--- config.mk ---
export PLATFORM = sky130hd
export DESIGN_NAME = lpoc_top
export DESIGN_NICKNAME = d
export VERILOG_FILES = /design/src/logic/lpoc_pkg.sv /design/src/logic/lpoc_top.sv
export SDC_FILE = /design/constraint.sdc
export NUM_CORES = 1
export LEC_CHECK = 0
export BUFFER_PORTS_ARGS = -buffer_cell sky130_fd_sc_hd__buf_4
export CAP_MARGIN = 20
export CORE_ASPECT_RATIO = 1.25
export CORE_MARGIN = 1
export CORE_UTILIZATION = 40
export CTS_BUF_LIST = sky130_fd_sc_hd__clkbuf_4 sky130_fd_sc_hd__clkbuf_8 sky130_fd_sc_hd__clkbuf_16
export DETAILED_ROUTE_END_ITERATION = 12
export PLACE_DENSITY = 0.56
export SETUP_SLACK_MARGIN = 0.1
export SLEW_MARGIN = 20
export SYNTH_ARGS = -nofsm -noshare
export SYNTH_HDL_FRONTEND = slang
export SYNTH_SLANG_ARGS = --single-unit
--- constraint.sdc ---
create_clock -name mclk -period 2.35 [get_ports mclk]
set_input_delay 0.1175 -clock mclk [delete_from_list [all_inputs] [get_ports mclk]]
set_output_delay 0.1175 -clock mclk [all_outputs]
set_load 0.02 [all_outputs]
--- src/logic/lpoc_pkg.sv ---
// constants, register map and types for the led_drive_polarity output control block
package lpoc_pkg;
  localparam int NUM_CH = 8;
  localparam int ADDR_W = 12;
  localparam int DUTY_W = 7;
  // register indices; byte address is four times the index
  localparam logic [9:0] IDX_PIN_STATE = 10'h010;
  localparam logic [9:0] IDX_CONFIG = 10'h020;
  localparam logic [9:0] IDX_OUT_TYPE = 10'h071;
  localparam logic [9:0] IDX_LINK = 10'h072;
  localparam logic [9:0] IDX_POLARITY = 10'h073;
  localparam logic [9:0] IDX_HOST_ACT = 10'h074;
  localparam logic [9:0] IDX_MIRROR = 10'h079;
  localparam logic [9:0] IDX_BEHAV_LO = 10'h081;
  localparam logic [9:0] IDX_BEHAV_HI = 10'h082;
  localparam logic [9:0] IDX_MIN_DUTY = 10'h090;
  localparam logic [9:0] IDX_MAX_DUTY = 10'h091;
  // reset values
  localparam logic [7:0] RST_POLARITY = 8'h00;
  localparam logic [7:0] RST_HOST_ACT = 8'h00;
  localparam logic [7:0] RST_LINK = 8'h00;
  localparam logic [7:0] RST_MIRROR = 8'h00;
  localparam logic [7:0] RST_OUT_TYPE = 8'h00;
  localparam logic [7:0] RST_BEHAV = 8'h00;
  localparam logic [7:0] RST_CONFIG = 8'h00;
  localparam logic [6:0] RST_MIN_DUTY = 7'h00;
  localparam logic [6:0] RST_MAX_DUTY = 7'h64;
  // field positions
  localparam int CFG_BLOCK_MIRROR_BIT = 0;
  // duty scale: one pwm period is this many clocks, one per percent
  localparam logic [6:0] DUTY_FULL = 7'h64;
  localparam logic [6:0] PWM_LAST = 7'h63;
  // axi responses
  localparam logic [1:0] RESP_OKAY = 2'h0;
  localparam logic [1:0] RESP_SLVERR = 2'h2;
  // behavior select encodings
  typedef enum logic [1:0] {
    LPOC_BEH_DIRECT = 2'h0,
    LPOC_BEH_BREATHE = 2'h1,
    LPOC_BEH_PULSE1 = 2'h2,
    LPOC_BEH_PULSE2 = 2'h3
  } lpoc_beh_t;
  typedef enum {LPOC_RAMP_UP, LPOC_RAMP_DOWN} lpoc_ramp_t;
endpackage : lpoc_pkg

--- src/logic/lpoc_top.sv ---
// eight channel led_drive_polarity, linking and host actuation block with axi4-lite registers
//
// Summary of operation
// - linked led with detected touch is actuated and runs direct drive, or the breathe ramp for any other behavior select
// - eight bit read/write polarity register, bit n is led n+1, resets to zero
// - polarity write copies into mirror bits unless mirror coupling is blocked
// - linked led touch counts exactly like host actuation bit one
// - inverted: duty is low time; idle runs at minimum duty
// - inverted breathe ramps low time from minimum up to maximum duty
// - non-inverted: duty is high time; idle gives 100 minus minimum brightness
// - non-inverted breathe ramps brightness from 100-min to 100-max
// - mirror bits change only which end the breathe ramp starts from, never pin drive directly
// - inverted polarity with actuation one drives the pin low
// - non-inverted actuation drives high in push-pull, releases in open-drain
// - eight bit read/write host actuation register for unlinked leds, resets zero
// - host actuation bit is ignored while the led is linked
// - polarity sets idle pin state, behavior select sets actuated state
// - actuation zero gives minimum duty, one gives maximum duty or behavior
// - non-inverted direct peak is 100-max, breathing peak is 100-min
// - inverted idle ignores maximum duty and runs at minimum duty only
// - behavior starts on touch and stops on release; host bit stands in
// - mirror one starts breathe at maximum duty ramping down, zero at minimum ramping up
// - open-drain pulls low or releases; push-pull drives both levels
`timescale 1ns/1ps
module lpoc_top (
  input wire logic mclk, // 100 MHz clock
  input wire logic rst, // synchronous, active high
  input wire logic [7:0] sensor_touch, // touch detect per sensor input, asynchronous
  input wire logic [11:0] s_axi_awaddr, // write address
  input wire logic s_axi_awvalid, // write address valid
  output logic s_axi_awready, // write address ready
  input wire logic [31:0] s_axi_wdata, // write data
  input wire logic [3:0] s_axi_wstrb, // write strobes
  input wire logic s_axi_wvalid, // write data valid
  output logic s_axi_wready, // write data ready
  output logic [1:0] s_axi_bresp, // write response
  output logic s_axi_bvalid, // write response valid
  input wire logic s_axi_bready, // write response ready
  input wire logic [11:0] s_axi_araddr, // read address
  input wire logic s_axi_arvalid, // read address valid
  output logic s_axi_arready, // read address ready
  output logic [31:0] s_axi_rdata, // read data
  output logic [1:0] s_axi_rresp, // read response
  output logic s_axi_rvalid, // read data valid
  input wire logic s_axi_rready, // read data ready
  output logic [7:0] led_pin_o, // led pin output level
  output logic [7:0] led_pin_oe // led pin output enable, high while driving
);

  function automatic logic idx_mapped(input logic [9:0] idx);
    case (idx)
      lpoc_pkg::IDX_PIN_STATE, lpoc_pkg::IDX_CONFIG, lpoc_pkg::IDX_OUT_TYPE, lpoc_pkg::IDX_LINK,
      lpoc_pkg::IDX_POLARITY, lpoc_pkg::IDX_HOST_ACT, lpoc_pkg::IDX_MIRROR, lpoc_pkg::IDX_BEHAV_LO,
      lpoc_pkg::IDX_BEHAV_HI, lpoc_pkg::IDX_MIN_DUTY, lpoc_pkg::IDX_MAX_DUTY: idx_mapped = 1'b1;
      default: idx_mapped = 1'b0;
    endcase
  endfunction : idx_mapped

  // register file and bus state
  logic [7:0] polarity_reg, polarity_next;
  logic [7:0] host_act_reg, host_act_next;
  logic [7:0] link_reg, link_next;
  logic [7:0] mirror_reg, mirror_next;
  logic [7:0] out_type_reg, out_type_next;
  logic [15:0] behav_reg, behav_next;
  logic [7:0] config_reg, config_next;
  logic [6:0] min_duty_reg, min_duty_next;
  logic [6:0] max_duty_reg, max_duty_next;
  logic aw_hold_reg, aw_hold_next;
  logic [9:0] aw_idx_reg, aw_idx_next;
  logic w_hold_reg, w_hold_next;
  logic [7:0] w_data_reg, w_data_next;
  logic w_lane0_reg, w_lane0_next;
  logic awready_reg, awready_next;
  logic wready_reg, wready_next;
  logic bvalid_reg, bvalid_next;
  logic [1:0] bresp_reg, bresp_next;
  logic arready_reg, arready_next;
  logic rvalid_reg, rvalid_next;
  logic [1:0] rresp_reg, rresp_next;
  logic [31:0] rdata_reg, rdata_next;
  logic do_wr;
  logic [9:0] ar_idx;
  logic [7:0] rd_byte;

  // touch synchroniser
  logic [7:0] touch_meta_reg;
  logic [7:0] touch_s_reg;

  // pwm and breathe state
  logic [6:0] pwm_cnt_reg, pwm_cnt_next;
  logic [6:0] lvl_reg [lpoc_pkg::NUM_CH], lvl_next [lpoc_pkg::NUM_CH];
  lpoc_pkg::lpoc_ramp_t dir_reg [lpoc_pkg::NUM_CH], dir_next [lpoc_pkg::NUM_CH];
  logic [7:0] pin_o_reg, pin_o_next;
  logic [7:0] pin_oe_reg, pin_oe_next;

  // per channel combinational view
  logic [7:0] actuated;
  logic [7:0] breathing;
  logic [6:0] duty [lpoc_pkg::NUM_CH];

  assign do_wr = aw_hold_reg & w_hold_reg & ~bvalid_reg;
  assign ar_idx = s_axi_araddr[11:2];

  always_comb begin
    polarity_next = polarity_reg;
    host_act_next = host_act_reg;
    link_next = link_reg;
    mirror_next = mirror_reg;
    out_type_next = out_type_reg;
    behav_next = behav_reg;
    config_next = config_reg;
    min_duty_next = min_duty_reg;
    max_duty_next = max_duty_reg;
    aw_hold_next = aw_hold_reg;
    aw_idx_next = aw_idx_reg;
    w_hold_next = w_hold_reg;
    w_data_next = w_data_reg;
    w_lane0_next = w_lane0_reg;
    bvalid_next = bvalid_reg;
    bresp_next = bresp_reg;
    rvalid_next = rvalid_reg;
    rresp_next = rresp_reg;
    rdata_next = rdata_reg;
    rd_byte = 8'h00;
    // address and data are taken independently, in either order
    if (s_axi_awvalid && awready_reg) begin
      aw_hold_next = 1'b1;
      aw_idx_next = s_axi_awaddr[11:2];
    end
    if (s_axi_wvalid && wready_reg) begin
      w_hold_next = 1'b1;
      w_data_next = s_axi_wdata[7:0];
      w_lane0_next = s_axi_wstrb[0];
    end
    if (bvalid_reg && s_axi_bready) begin
      bvalid_next = 1'b0;
    end
    if (do_wr) begin
      aw_hold_next = 1'b0;
      w_hold_next = 1'b0;
      bvalid_next = 1'b1;
      bresp_next = idx_mapped(aw_idx_reg) ? lpoc_pkg::RESP_OKAY : lpoc_pkg::RESP_SLVERR;
      if (w_lane0_reg) begin
        case (aw_idx_reg)
          lpoc_pkg::IDX_POLARITY: begin
            polarity_next = w_data_reg;
            if (!config_reg[lpoc_pkg::CFG_BLOCK_MIRROR_BIT]) begin
              mirror_next = w_data_reg;
            end
          end
          lpoc_pkg::IDX_HOST_ACT: host_act_next = w_data_reg;
          lpoc_pkg::IDX_LINK: link_next = w_data_reg;
          lpoc_pkg::IDX_MIRROR: mirror_next = w_data_reg;
          lpoc_pkg::IDX_OUT_TYPE: out_type_next = w_data_reg;
          lpoc_pkg::IDX_BEHAV_LO: behav_next[7:0] = w_data_reg;
          lpoc_pkg::IDX_BEHAV_HI: behav_next[15:8] = w_data_reg;
          lpoc_pkg::IDX_CONFIG: config_next = w_data_reg;
          lpoc_pkg::IDX_MIN_DUTY: min_duty_next = w_data_reg[6:0];
          lpoc_pkg::IDX_MAX_DUTY: max_duty_next = w_data_reg[6:0];
          default: ;
        endcase
      end
    end
    awready_next = ~aw_hold_next & ~do_wr & ~bvalid_next;
    wready_next = ~w_hold_next & ~do_wr & ~bvalid_next;
    if (rvalid_reg && s_axi_rready) begin
      rvalid_next = 1'b0;
    end
    if (s_axi_arvalid && arready_reg) begin
      case (ar_idx)
        lpoc_pkg::IDX_POLARITY: rd_byte = polarity_reg;
        lpoc_pkg::IDX_HOST_ACT: rd_byte = host_act_reg;
        lpoc_pkg::IDX_LINK: rd_byte = link_reg;
        lpoc_pkg::IDX_MIRROR: rd_byte = mirror_reg;
        lpoc_pkg::IDX_OUT_TYPE: rd_byte = out_type_reg;
        lpoc_pkg::IDX_BEHAV_LO: rd_byte = behav_reg[7:0];
        lpoc_pkg::IDX_BEHAV_HI: rd_byte = behav_reg[15:8];
        lpoc_pkg::IDX_CONFIG: rd_byte = config_reg;
        lpoc_pkg::IDX_MIN_DUTY: rd_byte = {1'b0, min_duty_reg};
        lpoc_pkg::IDX_MAX_DUTY: rd_byte = {1'b0, max_duty_reg};
        lpoc_pkg::IDX_PIN_STATE: rd_byte = pin_o_reg | ~pin_oe_reg; // released pins read high
        default: rd_byte = 8'h00;
      endcase
      rvalid_next = 1'b1;
      rdata_next = {24'h000000, rd_byte};
      rresp_next = idx_mapped(ar_idx) ? lpoc_pkg::RESP_OKAY : lpoc_pkg::RESP_SLVERR;
    end
    arready_next = ~rvalid_next;
  end

  always_ff @(posedge mclk) begin
    if (rst) begin
      polarity_reg <= lpoc_pkg::RST_POLARITY;
      host_act_reg <= lpoc_pkg::RST_HOST_ACT;
      link_reg <= lpoc_pkg::RST_LINK;
      mirror_reg <= lpoc_pkg::RST_MIRROR;
      out_type_reg <= lpoc_pkg::RST_OUT_TYPE;
      behav_reg <= {lpoc_pkg::RST_BEHAV, lpoc_pkg::RST_BEHAV};
      config_reg <= lpoc_pkg::RST_CONFIG;
      min_duty_reg <= lpoc_pkg::RST_MIN_DUTY;
      max_duty_reg <= lpoc_pkg::RST_MAX_DUTY;
      aw_hold_reg <= 1'b0;
      aw_idx_reg <= 10'h000;
      w_hold_reg <= 1'b0;
      w_data_reg <= 8'h00;
      w_lane0_reg <= 1'b0;
      awready_reg <= 1'b0;
      wready_reg <= 1'b0;
      bvalid_reg <= 1'b0;
      bresp_reg <= lpoc_pkg::RESP_OKAY;
      arready_reg <= 1'b0;
      rvalid_reg <= 1'b0;
      rresp_reg <= lpoc_pkg::RESP_OKAY;
      rdata_reg <= 32'h00000000;
    end else begin
      polarity_reg <= polarity_next;
      host_act_reg <= host_act_next;
      link_reg <= link_next;
      mirror_reg <= mirror_next;
      out_type_reg <= out_type_next;
      behav_reg <= behav_next;
      config_reg <= config_next;
      min_duty_reg <= min_duty_next;
      max_duty_reg <= max_duty_next;
      aw_hold_reg <= aw_hold_next;
      aw_idx_reg <= aw_idx_next;
      w_hold_reg <= w_hold_next;
      w_data_reg <= w_data_next;
      w_lane0_reg <= w_lane0_next;
      awready_reg <= awready_next;
      wready_reg <= wready_next;
      bvalid_reg <= bvalid_next;
      bresp_reg <= bresp_next;
      arready_reg <= arready_next;
      rvalid_reg <= rvalid_next;
      rresp_reg <= rresp_next;
      rdata_reg <= rdata_next;
    end
  end

  // touch inputs come from the sensing front end in another timing domain
  always_ff @(posedge mclk) begin
    if (rst) begin
      touch_meta_reg <= 8'h00;
      touch_s_reg <= 8'h00;
    end else begin
      touch_meta_reg <= sensor_touch;
      touch_s_reg <= touch_meta_reg;
    end
  end

  // duty is the share of the period spent at the actuated level: low when inverted, high when not
  genvar g;
  generate
    for (g = 0; g < lpoc_pkg::NUM_CH; g++) begin : g_ch
      assign actuated[g] = link_reg[g] ? touch_s_reg[g] : host_act_reg[g];
      assign breathing[g] = behav_reg[2*g+1 -: 2] != lpoc_pkg::LPOC_BEH_DIRECT;
      // idle ignores max duty; direct uses max; breathe walks the ramp
      assign duty[g] = !actuated[g] ? min_duty_reg :
                       (breathing[g] ? lvl_reg[g] : max_duty_reg);
    end
  endgenerate

  always_comb begin
    logic a;
    logic v;
    a = 1'b0;
    v = 1'b0;
    pwm_cnt_next = (pwm_cnt_reg == lpoc_pkg::PWM_LAST) ? 7'h00 : pwm_cnt_reg + 7'h01;
    for (int i = 0; i < lpoc_pkg::NUM_CH; i++) begin
      lvl_next[i] = lvl_reg[i];
      dir_next[i] = dir_reg[i];
      // ramp restarts on each release, so a new touch always begins at the start point
      if (!actuated[i] || !breathing[i]) begin
        // mirror picks which end the ramp starts from; it never reaches the pin itself
        lvl_next[i] = mirror_reg[i] ? max_duty_reg : min_duty_reg;
        dir_next[i] = mirror_reg[i] ? lpoc_pkg::LPOC_RAMP_DOWN : lpoc_pkg::LPOC_RAMP_UP;
      end else if (pwm_cnt_reg == lpoc_pkg::PWM_LAST) begin
        case (dir_reg[i])
          lpoc_pkg::LPOC_RAMP_UP: begin
            if (lvl_reg[i] < max_duty_reg) lvl_next[i] = lvl_reg[i] + 7'h01;
            else dir_next[i] = lpoc_pkg::LPOC_RAMP_DOWN;
          end
          lpoc_pkg::LPOC_RAMP_DOWN: begin
            if (lvl_reg[i] > min_duty_reg) lvl_next[i] = lvl_reg[i] - 7'h01;
            else dir_next[i] = lpoc_pkg::LPOC_RAMP_UP;
          end
          default: dir_next[i] = lpoc_pkg::LPOC_RAMP_UP;
        endcase
      end
      a = pwm_cnt_reg < duty[i];
      v = polarity_reg[i] ? a : ~a;
      if (out_type_reg[i]) begin
        pin_o_next[i] = v;
        pin_oe_next[i] = 1'b1;
      end else begin
        pin_o_next[i] = 1'b0;
        pin_oe_next[i] = ~v;
      end
    end
  end

  always_ff @(posedge mclk) begin
    if (rst) begin
      pwm_cnt_reg <= 7'h00;
      for (int i = 0; i < lpoc_pkg::NUM_CH; i++) begin
        lvl_reg[i] <= lpoc_pkg::RST_MIN_DUTY;
        dir_reg[i] <= lpoc_pkg::LPOC_RAMP_UP;
      end
      pin_o_reg <= 8'h00;
      pin_oe_reg <= 8'h00;
    end else begin
      pwm_cnt_reg <= pwm_cnt_next;
      lvl_reg <= lvl_next;
      dir_reg <= dir_next;
      pin_o_reg <= pin_o_next;
      pin_oe_reg <= pin_oe_next;
    end
  end

  assign s_axi_awready = awready_reg;
  assign s_axi_wready = wready_reg;
  assign s_axi_bvalid = bvalid_reg;
  assign s_axi_bresp = bresp_reg;
  assign s_axi_arready = arready_reg;
  assign s_axi_rvalid = rvalid_reg;
  assign s_axi_rresp = rresp_reg;
  assign s_axi_rdata = rdata_reg;
  assign led_pin_o = pin_o_reg;
  assign led_pin_oe = pin_oe_reg;

  // single channels stand for all; the channels are built from one generate body and one loop
  property p_pol_mirror_couple;
    @(posedge mclk) disable iff (rst)
      do_wr && w_lane0_reg && aw_idx_reg == lpoc_pkg::IDX_POLARITY && !config_reg[0]
      |=> mirror_reg == polarity_reg;
  endproperty
  a_pol_mirror_couple: assert property (p_pol_mirror_couple) else $error("mirror not coupled to polarity");

  property p_pol_mirror_block;
    @(posedge mclk) disable iff (rst)
      do_wr && aw_idx_reg == lpoc_pkg::IDX_POLARITY && config_reg[0] |=> $stable(mirror_reg);
  endproperty
  a_pol_mirror_block: assert property (p_pol_mirror_block) else $error("mirror changed while blocked");

  property p_reset_values;
    @(posedge mclk) $fell(rst) |-> polarity_reg == 8'h00 && host_act_reg == 8'h00 && !s_axi_bvalid;
  endproperty
  a_reset_values: assert property (p_reset_values) else $error("bad reset values");

  property p_inv_act_low;
    @(posedge mclk) disable iff (rst)
      actuated[4] && !polarity_reg[4] && pwm_cnt_reg < duty[4] |=> !led_pin_o[4] && led_pin_oe[4];
  endproperty
  a_inv_act_low: assert property (p_inv_act_low) else $error("inverted actuated pin not low");

  property p_noninv_od_release;
    @(posedge mclk) disable iff (rst)
      actuated[0] && polarity_reg[0] && !out_type_reg[0] && pwm_cnt_reg < duty[0] |=> !led_pin_oe[0];
  endproperty
  a_noninv_od_release: assert property (p_noninv_od_release) else $error("open-drain pin not released");

  property p_inv_idle_min;
    @(posedge mclk) disable iff (rst)
      !actuated[7] && !polarity_reg[7] && out_type_reg[7] && pwm_cnt_reg >= min_duty_reg |=> led_pin_o[7];
  endproperty
  a_inv_idle_min: assert property (p_inv_idle_min) else $error("inverted idle pin not at min duty");

  property p_noninv_idle_min;
    @(posedge mclk) disable iff (rst)
      !actuated[2] && polarity_reg[2] && out_type_reg[2] && pwm_cnt_reg >= min_duty_reg |=> !led_pin_o[2];
  endproperty
  a_noninv_idle_min: assert property (p_noninv_idle_min) else $error("non-inverted idle pin wrong");

  property p_link_ignores_host;
    @(posedge mclk) disable iff (rst)
      link_reg[4] && host_act_reg[4] && !touch_s_reg[4] && !polarity_reg[4] && out_type_reg[4]
      && pwm_cnt_reg >= min_duty_reg |=> led_pin_o[4];
  endproperty
  a_link_ignores_host: assert property (p_link_ignores_host) else $error("linked led followed host bit");

  property p_touch_actuates;
    @(posedge mclk) disable iff (rst)
      link_reg[5] && touch_meta_reg[5] |=> actuated[5] || !link_reg[5];
  endproperty
  a_touch_actuates: assert property (p_touch_actuates) else $error("touch did not actuate linked led");

  c_write_done: cover property (@(posedge mclk) disable iff (rst) s_axi_bvalid && s_axi_bready);
  c_read_done: cover property (@(posedge mclk) disable iff (rst) s_axi_rvalid && s_axi_rready);
  c_touch_drive: cover property (@(posedge mclk) disable iff (rst) link_reg[0] && actuated[0]);
  c_breathe_turn: cover property (@(posedge mclk) disable iff (rst) dir_reg[0] == lpoc_pkg::LPOC_RAMP_DOWN);

endmodule : lpoc_top

==> results.json <==
{
  "slew_viol_final": 0,
  "insertion_delay_ps": 550,
  "worstPathMaxFanout": 5,
  "ir_worst_vdd_uv": 532,
  "multi_input_area_sq_um": 13000,
  "cp_common_cell": "buf_4",
  "drive_gt1_share_pct": 21.9,
  "reg2reg_slack_ps": -30,
  "cp.required_ps": 2790,
  "drc": 0,
  "grt_use_met3_pct": 3.14,
  "final_cell_area_sq_um": 22100,
  "period_needed_ps": 2380,
  "rr_worst_depth": 11,
  "synth_area_per_cell_sq_um": 8.06,
  "worst-path-buf-inv": 3,
  "via_count": 17900,
  "synth_flop_cell": "dfxtp_1",
  "syn2layout_area_growth_pct": 24.9,
  "vias_per_cell": 6.00,
  "setup_ws_ps": -30.3,
  "fin_util_pct": 51.0,
  "drt_wl_total_microns": 65800,
  "syn_area_sq_um": 17700,
  "dr.first_iter.drc_count": 1255,
  "drt-wirelength-per-cell_microns": 22.1,
  "end_kind": "flop",
  "clkTransAtPathRegs_ps": 70,
  "core_area_sq_um": 43400,
  "ant_nets": 0,
  "cpPeakStageDelay_ps": 350,
  "crit_start": "link_reg[3]",
  "worst-path-stages": 11,
  "critical-path-top-delay-family": "buffers and inverters",
  "powerDensity_nw_per_um2": 392,
  "top_usage_layer": "met2",
  "cts_sinks": 217,
  "core.rowCount": 85,
  "hp-class": "input pin to flop",
  "grt_usage_pct": 28.5,
  "drv_cap": 0,
  "placed_area_sq_um": 20000,
  "grt_overflow": 0,
  "root_buffer": "clkbuf_16",
  "synthCells": 2196,
  "failed_checks": "setup timing",
  "cpMaxStageDelayCell": "dfxtp_2",
  "place_congestion": 0.934,
  "numPortBuffers": 74,
  "tightest_slew_ps": 767,
  "tritoncts.num_buffers": 24,
  "final_common_cell": "buf_4",
  "largest_reg_flops": 56,
  "fmax_mhz": 420,
  "pre_cts_slack_ps": -198,
  "grtUsageMet2_pct": 49.3,
  "cts_tree": "yes",
  "fill_cells": 4172,
  "endpoint": "led_pin_o[3]",
  "layout_worst_path_cycle_share_pct": 101,
  "critPathLaunchType": "flop",
  "ios": 132,
  "synth_edf_count": 0,
  "yosysSeqAreaShare_pct": 24.5,
  "final_nets": 2673,
  "regArea_sq_um": 4420,
  "die_w_microns": 190,
  "ys_types": 88,
  "timing.rr.start": "link_reg[3]",
  "status": "finished with violations",
  "slew_headroom_pct": 48.8,
  "cts_buffer_depth": 3,
  "path_class": "flop to flop",
  "grt_util_met1_pct": 35.7,
  "total_leakage_power_nw": 9.30,
  "mostFrequentLayoutCells": "251 x buf_4, 204 x nand2_1, 185 x ha_1, 180 x dfxtp_1",
  "rsz0062_at_grt": "true",
  "synth_seq_cells": 217,
  "grt_antenna_before_repair": 1,
  "r2r_end": "led_pin_o[3]",
  "grt_max_degree": 81,
  "hpwl_microns": 47200,
  "cp_cell_sequence": "mux2i_2 -> buf_4 -> a21oi_2 -> a21oi_2 -> ha_1 -> buf_4 -> and4_4 -> a221oi_2 -> buf_4 -> nand3b_1 -> and4b_1",
  "firstDrtPassIters": 5,
  "fp.dieH_microns": 237,
  "finalHoldViolCount": 0,
  "diodes": 0,
  "cts-htree-levels": 1,
  "start_util_pct": 40.8,
  "setup_viol": 2,
  "grt_pass1_vias": 17200,
  "async_flop_share_pct": 0,
  "finClkSkew_ps": 20.4,
  "critPathArrivalTime_ps": 2820,
  "ys.warnings.count": 0,
  "die_area_sq_um": 45100,
  "grt_pass1_wl_microns": 99900
}
## layout make-up
class,count,share of cell area [%]
Clock inverter,9,0.486
Timing Repair Buffer,324,13.1
Sequential cell,217,20.0
Multi-Input combinational cell,1777,58.9
Inverter,53,0.945
Tap cell,565,3.20
Clock buffer,35,3.37
## power by group
part | internal (mW) | switching [mW]
logic | 0.306 | 0.435
registers | 3.72 | 0.0798
clock network | 2.42 | 1.70
## stage by stage
| step | hold WS [ps] | setup TNS [ps] | instances | total power, mW |
|---|---|---|---|---|
| 6_report | 15.6 | -46.6 | 2980 | 8.67 |
| 3_5_place_dp | 334 | -643 | 2872 | 4.55 |
| 4_1_cts | 5.34 | -17.3 | 2960 | 8.71 |
| 2_1_floorplan | 246 | 0 | 2221 | 4.30 |
| 3_3_place_gp | 326 | -602 | 2872 | 4.54 |
| 5_1_grt | 52.7 | -274 | 2980 | 8.91 |
## worst min-delay path by stage
| stage | startpoint | to | depth (start not counted) | slack (ps) |
|---|---|---|---|---|
| 2_1_floorplan | sensor_touch[0] | touch_meta_reg[0] | 1 | 250 |
| 3_3_place_gp | sensor_touch[7] | touch_meta_reg[7] | 2 | 330 |
| 3_5_place_dp | sensor_touch[6] | touch_meta_reg[6] | 2 | 330 |
| 4_1_cts | s_axi_araddr[10] | s_axi_rdata[1] | 5 | 5 |
| 5_1_grt | s_axi_araddr[10] | s_axi_rdata[1] | 5 | 50 |
| 6_report | s_axi_araddr[10] | s_axi_rdata[1] | 5 | 20 |
## worst min-delay path, stage by stage
cell and delay [ps]:
buf_4 90, nor4_2 40, buf_12 140, o21ai_0 70, a211oi_1 70
## synth_stat cells (17+ instances only)
cell type	n	area share [%]
dfxtp_1	217	25
nand2_1	204	4.3
a21oi_1	201	5.7
ha_1	193	14
nor2_1	169	3.6
mux2i_1	149	8.4
o21ai_0	148	4.2
clkbuf_1	106	2.2
a211oi_1	59	2.5
inv_1	50	1.1
nor3_1	45	1.3
nand3_1	43	1.2
o211ai_1	43	1.8
nor2b_1	42	1.5
a21o_1	39	1.7
buf_4	28	1.2
xnor2_1	28	1.4
nand4_1	27	0.95
buf_2	26	0.73
o21a_1	24	1.0
a211o_1	17	0.84
a22oi_1	17	0.72
nand3b_1	17	0.72
## per-layer routing
layer	up-vias	routed length (microns)
met2	617	31100
met4	2	3080
met1	8574	28100
li1	8527	-
met5	-	17
met3	167	3540
## logic make-up (layout without fill, tap and decap cells)
group | after synthesis | in the layout | share of synthesized area, %
flip-flops | 217 | 217 | 24.5
adder cells (fa/ha/maj) | 201 | 201 | 14.5
other | 1 | 26 | 0.0212
multiplexers | 152 | 152 | 8.61
AO/OA/AOI/OAI | 690 | 690 | 25.6
buffers and inverters | 227 | 421 | 5.82
AND/OR/NAND/NOR | 678 | 678 | 19.3
XOR/XNOR | 30 | 30 | 1.48
## timing repair
item | CTS | global route
gates resized for setup | 80 | 133
endpoints found under the hold margin | 33 | 0
endpoints found under the setup margin | 56 | 70
pin swaps | 29 | 54
hold buffers | 30 | 0
setup buffers | 12 | 19
cloned | 2 | 1
(Power assumes the default switching activity.)
